$ cat config.mk
export PLATFORM = sky130hd
export DESIGN_NAME = gpio_pin_control
export DESIGN_NICKNAME = d
export VERILOG_FILES = /design/src/hdl/pin_ctrl_pkg.sv /design/src/hdl/pin_debounce.sv /design/src/hdl/pin_edge_detect.sv /design/src/hdl/gpio_pin_control.sv
export SDC_FILE = /design/constraint.sdc
export NUM_CORES = 1
export LEC_CHECK = 0
export BUFFER_PORTS_ARGS = -buffer_cell sky130_fd_sc_hd__buf_4
export CAP_MARGIN = 20
export CORE_AREA = 2 2 98 76
export CTS_CLUSTER_DIAMETER = 60
export CTS_CLUSTER_SIZE = 40
export DETAILED_ROUTE_END_ITERATION = 8
export DIE_AREA = 0 0 100 78
export PLACE_DENSITY = 0.79
export SYNTH_ARGS = -nofsm -noshare
export SYNTH_HDL_FRONTEND = slang
export SYNTH_SLANG_ARGS = --single-unit
$ cat constraint.sdc
create_clock -name pclk -period 3.96 [get_ports pclk]
set_clock_uncertainty 0.1 [all_clocks]
set_input_delay 0.594 -clock pclk [delete_from_list [all_inputs] [get_ports pclk]]
set_output_delay 0.594 -clock pclk [all_outputs]
set_load 0.05 [all_outputs]
$ cat src/hdl/pin_ctrl_pkg.sv
/*
 * Shared constants for the general-purpose pin control block: register
 * offsets, field positions, reset values, function codes and timing counts.
 * Assumes a 250 MHz register clock and an 18-bit byte address on APB.
 */
package pin_ctrl_pkg;

   // Register word indices; each register is one aligned 32-bit word.
   localparam logic [15:0] CTRL_INDEX = 16'h4038;
   localparam logic [15:0] DATA_INDEX = 16'h403c;

   // Register byte addresses on the APB bus: four times the word index.
   localparam logic [17:0] CTRL_OFFSET = {CTRL_INDEX, 2'b00};
   localparam logic [17:0] DATA_OFFSET = {DATA_INDEX, 2'b00};

   // Field positions inside the control register.
   localparam int DIR_BIT = 15;
   localparam int PULL_HI = 14;
   localparam int PULL_LO = 13;
   localparam int EDGE_BIT = 12;
   localparam int DOM_BIT = 11;
   localparam int POL_BIT = 10;
   localparam int DRV_BIT = 9;
   localparam int ENA_BIT = 7;
   localparam int FN_HI = 3;

   // Reset value and writable bits of the control register.
   localparam logic [15:0] CTRL_RESET = 16'ha400;
   localparam logic [15:0] CTRL_WMASK = 16'hfe8f;

   // Field positions inside the data register.
   localparam int OUT_VAL_BIT = 0;
   localparam int PIN_LVL_BIT = 1;
   localparam int RAW_BIT = 2;

   // Pull selector codes.
   localparam logic [1:0] PULL_NONE = 2'h0;
   localparam logic [1:0] PULL_DOWN = 2'h1;
   localparam logic [1:0] PULL_UP = 2'h2;

   // Function codes that need special handling.
   localparam logic [3:0] FN_IN_LONG = 4'h0;
   localparam logic [3:0] FN_SLEEP_WAKE_LONG = 4'h4;
   localparam logic [3:0] FN_HWCTL1_LONG = 4'he;
   localparam logic [3:0] FN_HWCTL2_LONG = 4'hf;
   localparam logic [3:0] FN_OUT_REG = 4'h0;
   localparam logic [3:0] FN_OUT_RSV_LO = 4'h5;
   localparam logic [3:0] FN_OUT_RSV_HI = 4'h7;

   // Debounce timing; counts round up to whole clock cycles.
   localparam int CLK_PERIOD_NS = 4;
   localparam int SHORT_DEB_NS = 100;
   localparam int LONG_DEB_US = 30;
   localparam int DEB_W = 16;
   localparam int SHORT_DEB_CYC = (SHORT_DEB_NS + CLK_PERIOD_NS - 1) / CLK_PERIOD_NS;
   localparam int LONG_DEB_CYC = (LONG_DEB_US * 1000 + CLK_PERIOD_NS - 1) / CLK_PERIOD_NS;

endpackage

$ cat src/hdl/pin_debounce.sv
/*
 * Debounce filter for the pin input: the filtered level follows the raw level
 * only after it has stood unchanged for the selected number of cycles.
 * Assumes the raw level is already synchronous to the clock.
 */
`timescale 1ns/10ps
module pin_debounce (
   input wire logic pclk,
   input wire logic presetn,
   input wire logic raw,
   input wire logic [pin_ctrl_pkg::DEB_W-1:0] limit,
   output logic level
);
   import pin_ctrl_pkg::*;

   logic level_q, level_d;
   logic [DEB_W-1:0] cnt_q, cnt_d;

   // Count while the raw level differs; accept it when the count is reached.
   always_comb begin
      level_d = level_q;
      cnt_d = '0;
      if (raw != level_q) begin
         cnt_d = cnt_q + 16'h0001;
         if (cnt_d >= limit) begin
            level_d = raw;
            cnt_d = '0;
         end
      end
   end

   // Filter state registers.
   always_ff @(posedge pclk or negedge presetn) begin
      if (!presetn) begin
         level_q <= 1'b0;
         cnt_q <= '0;
      end else begin
         level_q <= level_d;
         cnt_q <= cnt_d;
      end
   end

   assign level = level_q;
endmodule

$ cat src/hdl/pin_edge_detect.sv
/*
 * Edge detector for the pin event: one-cycle pulse on a rising edge of the
 * logical level, or on either edge when both-edge mode is selected.
 * Assumes the level is debounced and already polarity corrected.
 */
`timescale 1ns/10ps
module pin_edge_detect (
   input wire logic pclk,
   input wire logic presetn,
   input wire logic level,
   input wire logic both_edges,
   input wire logic arm,
   output logic event_pulse
);
   logic prev_q, prev_d;
   logic event_q, event_d;

   // Compare with the level of the previous cycle.
   always_comb begin
      prev_d = level;
      if (both_edges) begin
         event_d = arm & (level ^ prev_q);
      end else begin
         event_d = arm & level & ~prev_q;
      end
   end

   // Edge state registers.
   always_ff @(posedge pclk or negedge presetn) begin
      if (!presetn) begin
         prev_q <= 1'b0;
         event_q <= 1'b0;
      end else begin
         prev_q <= prev_d;
         event_q <= event_d;
      end
   end

   assign event_pulse = event_q;
endmodule

$ cat src/hdl/gpio_pin_control.sv
/*
 * Control logic for one general-purpose pin of a power-management device:
 * APB register slave, pad drive and pulls, debounced input, input function
 * decode, output function multiplexer and edge event generation.
 * Assumes a single 250 MHz clock, pin inputs synchronous to it, and an
 * interrupt controller outside that takes the one-cycle edge event.
 */
// Overview of operation
// RULE1: Direction bit 15: 0 output, 1 input; resets to input.
// RULE2: Pull bits 14:13: 00 none, 01 down, 10 up, 11 reserved; reset 01.
// RULE3: Edge mode 0: single edge, rising if polarity 1, falling if 0.
// RULE4: Edge mode 1: event on both pin edges whatever the polarity.
// RULE5: Supply bit 11: 0 interface supply, 1 always-on regulator; reset 0.
// RULE6: Polarity bit 10: 0 active low, 1 active high; reset 1; both directions.
// RULE7: Driver bit 9: 0 push-pull, 1 open-drain; reset 0.
// RULE8: Enable bit 7: 0 pin tri-stated, 1 normal; reset 0.
// RULE9: Input codes 0 to 7: pin inputs, power, sleep/wake, sleep, power-on, watchdog.
// RULE10: Input codes 8 to 15: scaling selects, hardware enables, hardware controls.
// RULE11: Output codes 0 to 4: register value, slow clock, ON, SLEEP, state change.
// RULE12: Output codes 8 to 15: scaling done, power enables, supply good, clock, reset.
`timescale 1ns/10ps
module gpio_pin_control #(
   parameter int LONG_DEB_CYCLES = pin_ctrl_pkg::LONG_DEB_CYC
) (
   input wire logic pclk,
   input wire logic presetn,
   input wire logic psel,
   input wire logic penable,
   input wire logic pwrite,
   input wire logic [17:0] paddr,
   input wire logic [31:0] pwdata,
   output logic [31:0] prdata,
   output logic pready,
   output logic pslverr,
   input wire logic pad_in,
   output logic pad_out,
   output logic pad_oe_n,
   output logic pull_up_en,
   output logic pull_down_en,
   output logic supply_sel,
   input wire logic [15:0] out_src,
   output logic [15:0] input_func_active,
   output logic edge_event
);
   import pin_ctrl_pkg::*;

   localparam logic [DEB_W-1:0] SHORT_LIMIT = DEB_W'(SHORT_DEB_CYC);
   localparam logic [DEB_W-1:0] LONG_LIMIT = DEB_W'(LONG_DEB_CYCLES);

   logic [15:0] ctrl_q, ctrl_d;
   logic out_val_q, out_val_d;
   logic raw_q, raw_d;
   logic [31:0] prdata_q, prdata_d;
   logic pready_q, pready_d;
   logic pslverr_q, pslverr_d;
   logic pad_out_q, pad_out_d;
   logic pad_oe_n_q, pad_oe_n_d;
   logic pull_up_q, pull_up_d;
   logic pull_down_q, pull_down_d;
   logic supply_q, supply_d;
   logic [15:0] func_q, func_d;
   logic [15:0] func_hit;
   logic deb_pad;
   logic logic_lvl;
   logic is_input;
   logic enabled;
   logic long_fn;
   logic [DEB_W-1:0] deb_limit;
   logic [3:0] fn;
   logic out_sel;
   logic out_logic;

   // Field decode of the control register.
   assign fn = ctrl_q[FN_HI:0];
   assign is_input = ctrl_q[DIR_BIT]; // see RULE1
   assign enabled = ctrl_q[ENA_BIT]; // see RULE8
   assign long_fn = (fn == FN_IN_LONG) || (fn == FN_SLEEP_WAKE_LONG) ||
                    (fn == FN_HWCTL1_LONG) || (fn == FN_HWCTL2_LONG);
   assign deb_limit = long_fn ? LONG_LIMIT : SHORT_LIMIT; // see RULE9
   // The logical level is the debounced pad level with polarity applied.
   assign logic_lvl = deb_pad ^ ~ctrl_q[POL_BIT]; // see RULE6

   // APB slave: answer one cycle after setup, write at the completing edge.
   always_comb begin
      ctrl_d = ctrl_q;
      out_val_d = out_val_q;
      prdata_d = prdata_q;
      pslverr_d = pslverr_q;
      pready_d = psel & ~penable;
      raw_d = pad_in;
      if (psel && !penable) begin
         prdata_d = 32'h0000_0000;
         pslverr_d = 1'b0;
         if (paddr == CTRL_OFFSET) begin
            prdata_d = {16'h0000, ctrl_q};
         end else if (paddr == DATA_OFFSET) begin
            prdata_d = {29'h0, raw_q, logic_lvl, out_val_q};
         end else begin
            pslverr_d = 1'b1;
         end
      end
      // Refused writes to unmapped addresses leave every register as it was.
      if (psel && penable && pready_q && pwrite && !pslverr_q) begin
         if (paddr == CTRL_OFFSET) begin
            ctrl_d = pwdata[15:0] & CTRL_WMASK;
         end else if (paddr == DATA_OFFSET) begin
            out_val_d = pwdata[OUT_VAL_BIT];
         end
      end
   end

   // Register file and bus answer registers.
   always_ff @(posedge pclk or negedge presetn) begin
      if (!presetn) begin
         ctrl_q <= CTRL_RESET; // see RULE1
         out_val_q <= 1'b0;
         raw_q <= 1'b0;
         prdata_q <= 32'h0000_0000;
         pready_q <= 1'b0;
         pslverr_q <= 1'b0;
      end else begin
         ctrl_q <= ctrl_d;
         out_val_q <= out_val_d;
         raw_q <= raw_d;
         prdata_q <= prdata_d;
         pready_q <= pready_d;
         pslverr_q <= pslverr_d;
      end
   end

   // Output function multiplexer; reserved codes drive inactive.
   always_comb begin
      if (fn == FN_OUT_REG) begin
         out_sel = out_val_q; // see RULE11
      end else if (fn >= FN_OUT_RSV_LO && fn <= FN_OUT_RSV_HI) begin
         out_sel = 1'b0;
      end else begin
         out_sel = out_src[fn]; // see RULE12
      end
      out_logic = out_sel ^ ~ctrl_q[POL_BIT]; // see RULE6
   end

   // Pad drive, pulls, supply and input function decode.
   always_comb begin
      pad_out_d = out_logic;
      pad_oe_n_d = 1'b1;
      pull_up_d = (ctrl_q[PULL_HI:PULL_LO] == PULL_UP); // see RULE2
      pull_down_d = (ctrl_q[PULL_HI:PULL_LO] == PULL_DOWN); // see RULE2
      supply_d = ctrl_q[DOM_BIT]; // see RULE5
      func_d = func_hit;
      if (enabled && !is_input) begin
         if (ctrl_q[DRV_BIT]) begin
            // Open drain only ever pulls low; high is left to the pull-up.
            pad_out_d = 1'b0; // see RULE7
            pad_oe_n_d = out_logic;
         end else begin
            pad_oe_n_d = 1'b0; // see RULE7
         end
      end
   end

   // One decoder per input function bit; only the selected code can go high.
   for (genvar i = 0; i < 16; i++) begin : g_func
      assign func_hit[i] = enabled & is_input & logic_lvl & (fn == 4'(i)); // see RULE9 see RULE10
   end

   // Pin side output registers; disabled pin stays tri-stated.
   always_ff @(posedge pclk or negedge presetn) begin
      if (!presetn) begin
         pad_out_q <= 1'b0;
         pad_oe_n_q <= 1'b1; // see RULE8
         pull_up_q <= 1'b0;
         pull_down_q <= 1'b1;
         supply_q <= 1'b0;
         func_q <= 16'h0000;
      end else begin
         pad_out_q <= pad_out_d;
         pad_oe_n_q <= pad_oe_n_d;
         pull_up_q <= pull_up_d;
         pull_down_q <= pull_down_d;
         supply_q <= supply_d;
         func_q <= func_d;
      end
   end

   // Debounce the pad level, short or long by function code.
   pin_debounce deb_i (
      .pclk(pclk),
      .presetn(presetn),
      .raw(raw_q),
      .limit(deb_limit),
      .level(deb_pad)
   );

   // Edge event on the logical level while the pin is an enabled input.
   pin_edge_detect edge_i (
      .pclk(pclk),
      .presetn(presetn),
      .level(logic_lvl),
      .both_edges(ctrl_q[EDGE_BIT]), // see RULE4
      .arm(enabled & is_input), // see RULE3
      .event_pulse(edge_event)
   );

   assign prdata = prdata_q;
   assign pready = pready_q;
   assign pslverr = pslverr_q;
   assign pad_out = pad_out_q;
   assign pad_oe_n = pad_oe_n_q;
   assign pull_up_en = pull_up_q;
   assign pull_down_en = pull_down_q;
   assign supply_sel = supply_q;
   assign input_func_active = func_q;

   // Checks on the pin behaviour.
   input_hiz_a: assert property ( // see RULE1
      @(posedge pclk) disable iff (!presetn)
      is_input |=> pad_oe_n)
      else $error("Input pin is driven.");

   pull_map_a: assert property ( // see RULE2
      @(posedge pclk) disable iff (!presetn)
      (ctrl_q[PULL_HI:PULL_LO] == 2'h3) |=> !pull_up_en && !pull_down_en)
      else $error("Reserved pull code enables a pull.");

   single_edge_a: assert property ( // see RULE3
      @(posedge pclk) disable iff (!presetn)
      (enabled && is_input && !ctrl_q[EDGE_BIT] && $fell(logic_lvl)) |=> !edge_event)
      else $error("Event raised on the inactive edge.");

   both_edge_a: assert property ( // see RULE4
      @(posedge pclk) disable iff (!presetn)
      (enabled && is_input && ctrl_q[EDGE_BIT] && $changed(logic_lvl)) |=> edge_event)
      else $error("Edge missed in both-edge mode.");

   supply_sel_a: assert property ( // see RULE5
      @(posedge pclk) disable iff (!presetn)
      $changed(ctrl_q[DOM_BIT]) |=> supply_sel == $past(ctrl_q[DOM_BIT]))
      else $error("Supply select does not follow the register.");

   out_polarity_a: assert property ( // see RULE6
      @(posedge pclk) disable iff (!presetn)
      (enabled && !is_input && !ctrl_q[DRV_BIT] && fn == FN_OUT_REG)
      |=> !pad_oe_n && pad_out == ($past(out_val_q) ^ ~$past(ctrl_q[POL_BIT])))
      else $error("Output level ignores polarity.");

   open_drain_a: assert property ( // see RULE7
      @(posedge pclk) disable iff (!presetn)
      (enabled && !is_input && ctrl_q[DRV_BIT]) |=> !pad_out)
      else $error("Open-drain pin drives high.");

   tristate_a: assert property ( // see RULE8
      @(posedge pclk) disable iff (!presetn)
      !enabled |=> pad_oe_n && input_func_active == 16'h0000)
      else $error("Disabled pin is active.");

   in_func_low_a: assert property ( // see RULE9
      @(posedge pclk) disable iff (!presetn)
      (enabled && is_input && logic_lvl && !fn[3]) |=> input_func_active == (16'h0001 << $past(fn)))
      else $error("Low input function not decoded.");

   in_func_high_a: assert property ( // see RULE10
      @(posedge pclk) disable iff (!presetn)
      (enabled && is_input && logic_lvl && fn[3]) |=> input_func_active == (16'h0001 << $past(fn)))
      else $error("High input function not decoded.");

   out_func_low_a: assert property ( // see RULE11
      @(posedge pclk) disable iff (!presetn)
      (enabled && !is_input && !ctrl_q[DRV_BIT] && ctrl_q[POL_BIT] && fn >= 4'h1 && fn <= 4'h4)
      |=> pad_out == $past(out_src[fn]))
      else $error("Low output function not routed.");

   out_func_high_a: assert property ( // see RULE12
      @(posedge pclk) disable iff (!presetn)
      (enabled && !is_input && !ctrl_q[DRV_BIT] && ctrl_q[POL_BIT] && fn[3])
      |=> pad_out == $past(out_src[fn]))
      else $error("High output function not routed.");

   // Checks on the register bus.
   apb_ready_a: assert property (
      @(posedge pclk) disable iff (!presetn)
      (psel && !penable) |=> pready)
      else $error("No ready one cycle after setup.");

   apb_pulse_a: assert property (
      @(posedge pclk) disable iff (!presetn)
      (pready && psel && penable) |=> !pready)
      else $error("Ready stands longer than one cycle.");

   unmapped_err_a: assert property (
      @(posedge pclk) disable iff (!presetn)
      (psel && !penable && paddr != CTRL_OFFSET && paddr != DATA_OFFSET)
      |=> pready && pslverr)
      else $error("Unmapped address not refused.");

   ctrl_write_a: assert property (
      @(posedge pclk) disable iff (!presetn)
      (psel && penable && pready && pwrite && paddr == CTRL_OFFSET)
      |=> ctrl_q == ($past(pwdata[15:0]) & CTRL_WMASK))
      else $error("Control write did not land.");

   // Further checks on the pin.
   pull_up_a: assert property ( // see RULE2
      @(posedge pclk) disable iff (!presetn)
      (ctrl_q[PULL_HI:PULL_LO] == PULL_UP) |=> pull_up_en && !pull_down_en)
      else $error("Pull-up code not applied.");

   pull_down_a: assert property ( // see RULE2
      @(posedge pclk) disable iff (!presetn)
      (ctrl_q[PULL_HI:PULL_LO] == PULL_DOWN) |=> pull_down_en && !pull_up_en)
      else $error("Pull-down code not applied.");

   rise_event_a: assert property ( // see RULE3
      @(posedge pclk) disable iff (!presetn)
      (enabled && is_input && !ctrl_q[EDGE_BIT] && $rose(logic_lvl)) |=> edge_event)
      else $error("Active edge missed in single-edge mode.");

   push_pull_a: assert property ( // see RULE7
      @(posedge pclk) disable iff (!presetn)
      (enabled && !is_input && !ctrl_q[DRV_BIT]) |=> !pad_oe_n)
      else $error("Push-pull output not driven.");

   edge_disarm_a: assert property ( // see RULE8
      @(posedge pclk) disable iff (!presetn)
      !enabled |=> !edge_event)
      else $error("Disabled pin raised an event.");

   output_no_func_a: assert property ( // see RULE1
      @(posedge pclk) disable iff (!presetn)
      !is_input |=> input_func_active == 16'h0000)
      else $error("Output pin reports an input function.");

   // Main scenarios.
   ctrl_write_c: cover property (@(posedge pclk) disable iff (!presetn)
      psel && penable && pready && pwrite && paddr == CTRL_OFFSET);
   both_event_c: cover property (@(posedge pclk) disable iff (!presetn)
      ctrl_q[EDGE_BIT] && edge_event);
   open_drain_c: cover property (@(posedge pclk) disable iff (!presetn)
      ctrl_q[DRV_BIT] && !pad_oe_n);
   long_deb_c: cover property (@(posedge pclk) disable iff (!presetn)
      long_fn && is_input && $rose(deb_pad));
   single_event_c: cover property (@(posedge pclk) disable iff (!presetn)
      !ctrl_q[EDGE_BIT] && edge_event);
endmodule

==> results.sh <==
export IMPL_start_kind="flop"
export IMPL_worst_pin_slew_ps=810
export IMPL_syn_inst=280
export IMPL_fin_crit_ps=3430
export IMPL_ys_ff_latch=68
export IMPL_synth_edf_count=0
export IMPL_cts_sinks=68
export IMPL_crit_type="reg -> reg"
export IMPL_cp_max_fo=6
export IMPL_fill_cells=540
export IMPL_power_w=0.00137
export IMPL_root_buffer="clkbuf_8"
export IMPL_std_cell_rows=26
export IMPL_grt_pass1_vias=2250
export IMPL_crit_buf_inv=1
export IMPL_coreArea_mm2=0.00677
export IMPL_end_kind="flop"
export IMPL_yosys_warnings=0
export IMPL_slowest_delay_ps=560
export IMPL_antenna_found_initial=0
export IMPL_io_pins=128
export IMPL_hold_buffers=0
export IMPL_drtIter0Drc=171
export IMPL_grt_util_all_layers_pct=18.1
export IMPL_cp_common_cell="ha_1"
export IMPL_cts_tree="done"
export IMPL_drive_above_1_share_pct=36.4
export IMPL_cts_path_max_buffers=2
export IMPL_finalSetupViolations=0
export IMPL_multi_input_area_mm2=0.00139
export IMPL_firstDrtPassIters=4
export IMPL_yosys_cell_types_count=48
export IMPL_ys_seq_area_share_pct=52.5
export IMPL_antenna_left=0
export IMPL_min_path_type="in -> async"
export IMPL_fin_ws_ps=533
export IMPL_drv_slew=0
export IMPL_post_cts_buffers=0
export IMPL_clkTransAtPathRegs_ps=70
export IMPL_slew_limit_headroom_pct=46.0
export IMPL_drcViolationCount=0
export IMPL_grt_pass1_wl_um=10800
export IMPL_regArea_mm2=0.00171
export IMPL_crit_chain="ha_1, nand2_1, nor2_1, xor2_1, ha_1, inv_1, or4_1, o311ai_1, a2111oi_0, or4_4, nand3_1, mux2_1"
export IMPL_path_delay_family="simple AND/OR/NAND/NOR gates"
export IMPL_hold_viol=0
export IMPL_die_area_mm2=0.00780
export IMPL_post_cts_resized=0
export IMPL_leakage_nw=1.99
export IMPL_die_w_um=100
export IMPL_grt_overflow=0
export IMPL_die_y_um=78
export IMPL_max_cap_violations=0
export IMPL_wl_met1_um=2950
export IMPL_wl_met3_um=476
export IMPL_cpMaxStageDelayCell="or4_4"
export IMPL_crit_required_ps=4080
export IMPL_dr_wl_met2_um=3140
export IMPL_post_route_util_pct=59.9
export IMPL_status="completed"
export IMPL_period_share_pct=86.6
export IMPL_cts_made_buffers=9
export IMPL_layout_nets=446
export IMPL_wl_um=6690
export IMPL_fmax_mhz=292
export IMPL_clk_latency_ps=350
export IMPL_hpwl_um=4890
export IMPL_grt_max_degree=69
export IMPL_routabilityCongestion=0.841
export IMPL_syn2layout_area_growth_pct=24.7
export IMPL_synth_area_mm2=0.00325
export IMPL_num_antenna_cells=0
export IMPL_power_density_cell_area_mw_per_mm2=338
export IMPL_cp_data_arrival_time_ps=3550
export IMPL_maxUsedRoutingLayer="met4"
export IMPL_wl_per_cell_um=14.6
export IMPL_rsz0062_at_grt="no"
export IMPL_vdd_ir_drop_max_mv=0.164
export IMPL_syn_avg_cell_area_um2=11.6
export IMPL_synthArstFlopShare_pct=100
export IMPL_initial_core_util_pct=48.1
export IMPL_ys_flop_type="dfrtp_1"
export IMPL_port_buffers=83
export IMPL_vias=2313
export IMPL_htreeDepth=3
export IMPL_dp_slack_ps=566
export IMPL_vias_per_cell=5.05
export IMPL_fin_setup_tns_ps=0
==> path summary, 6_finish.rpt <==
check	startpoint	depth (start not counted)	to	slack, ps
max in group asynchronous	presetn	1	input_func_active[5]	2990
min in group pclk	pad_in	1	raw_q	250
hold reg to reg	ctrl_q[11]	0	supply_sel	300
setup reg to reg	deb_i.cnt_q[0]	12	deb_i.level	530
hold / removal	presetn	1	pull_up_en	230
setup / recovery	deb_i.cnt_q[0]	12	deb_i.level	530
==> sequential cells by signal (all words and copies together) (netlist names), 12 cells and up <==
name / count
deb_i.cnt_q: 16
input_func_active: 16
ctrl_q: 12
prdata: 12
==> through the flow <==
stage               cells  hold WS [ps]  instance area (µm²)
finish                458           227                 4060
global route          458           236                 4060
CTS                   458           239                 4060
detailed placement    442           293                 3860
global placement      442           280                 3860
floorplan             302           198                 3330
==> kinds of logic (layout without fill, tap and decap cells) <==
logic type / Yosys count / in the layout / share of synthesized area, %
AO/OA/AOI/OAI: 26 / 26 / 7.00
XOR/XNOR: 16 / 16 / 4.31
adder cells (fa/ha/maj): 5 / 5 / 1.92
buffers and inverters: 35 / 107 / 7.27
flip-flops: 68 / 68 / 52.5
multiplexers: 23 / 23 / 9.27
other: 1 / 23 / 0.115
AND/OR/NAND/NOR: 106 / 106 / 17.6
==> final cells by class <==
class	instances	share of cell area, %
repair buffers	85	15.7
multi-input cells	199	34.3
flip-flops and latches	68	42.1
well taps	84	2.59
inverters	6	0.555
clock inverters	6	1.60
clock buffers	10	3.15
==> worst register-to-register path, delay by kind of cell, from the launching register on <==
kind            cells  cell delay, ps
simple gates        5            1350
fa+ha+maj           2             620
flops               1             450
mux                 1             310
compound gates      2             260
xor+xnor            1             160
buf+inv             1              70
==> layer usage <==
metal / vias to the layer above / GRT usage, %
li1: 1108 / -
met1: 1096 / 24.6
met2: 98 / 27.8
met3: 11 / 5.41
met4: 0 / 5.62
met5: - / 0
==> synth_stat cells (2+ instances only) <==
cell / count / area share [%]
nand2b_1: 5 / 0.96
nor4_1: 5 / 0.96
nand4_1: 3 / 0.58
dfstp_2: 5 / 4.0
buf_4: 21 / 4.8
mux2_2: 13 / 4.5
buf_6: 2 / 0.69
and3_1: 2 / 0.38
nand2_1: 18 / 2.1
mux2i_1: 5 / 1.5
nand3_1: 12 / 1.8
xor2_1: 11 / 3.0
nor2b_2: 5 / 1.3
o21a_1: 2 / 0.46
o211ai_1: 2 / 0.46
nor2_2: 4 / 0.77
ha_1: 5 / 1.9
dfrtp_1: 63 / 48
nor3_1: 5 / 0.77
o21ai_0: 4 / 0.62
mux4_2: 3 / 2.1
inv_1: 6 / 0.69
nor2_1: 30 / 3.5
a22o_1: 9 / 2.4
or4_1: 2 / 0.46
nor2b_1: 8 / 1.5
clkbuf_1: 5 / 0.58
xnor2_1: 5 / 1.3
==> power breakdown <==
| part | switching [W] | internal (W) | leakage, nW |
|---|---|---|---|
| sequential | 0.00000426 | 0.000699 | 0.907 |
| combinational | 0.0000753 | 0.0000388 | 0.987 |
| clock | 0.000265 | 0.000291 | 0.0962 |
==> layout by cell type, fill, tap and decap left out, types with 6 or more instances in the layout <==
cell	count
buf_4	85
dfrtp_1	63
nor2_1	30
conb_1	23
nand2_1	18
mux2_2	13
nand3_1	12
xor2_1	11
a22o_1	9
clkbuf_8	9
nor2b_1	8
inv_1	6
Note: power is estimated with default switching activity, not from simulation.
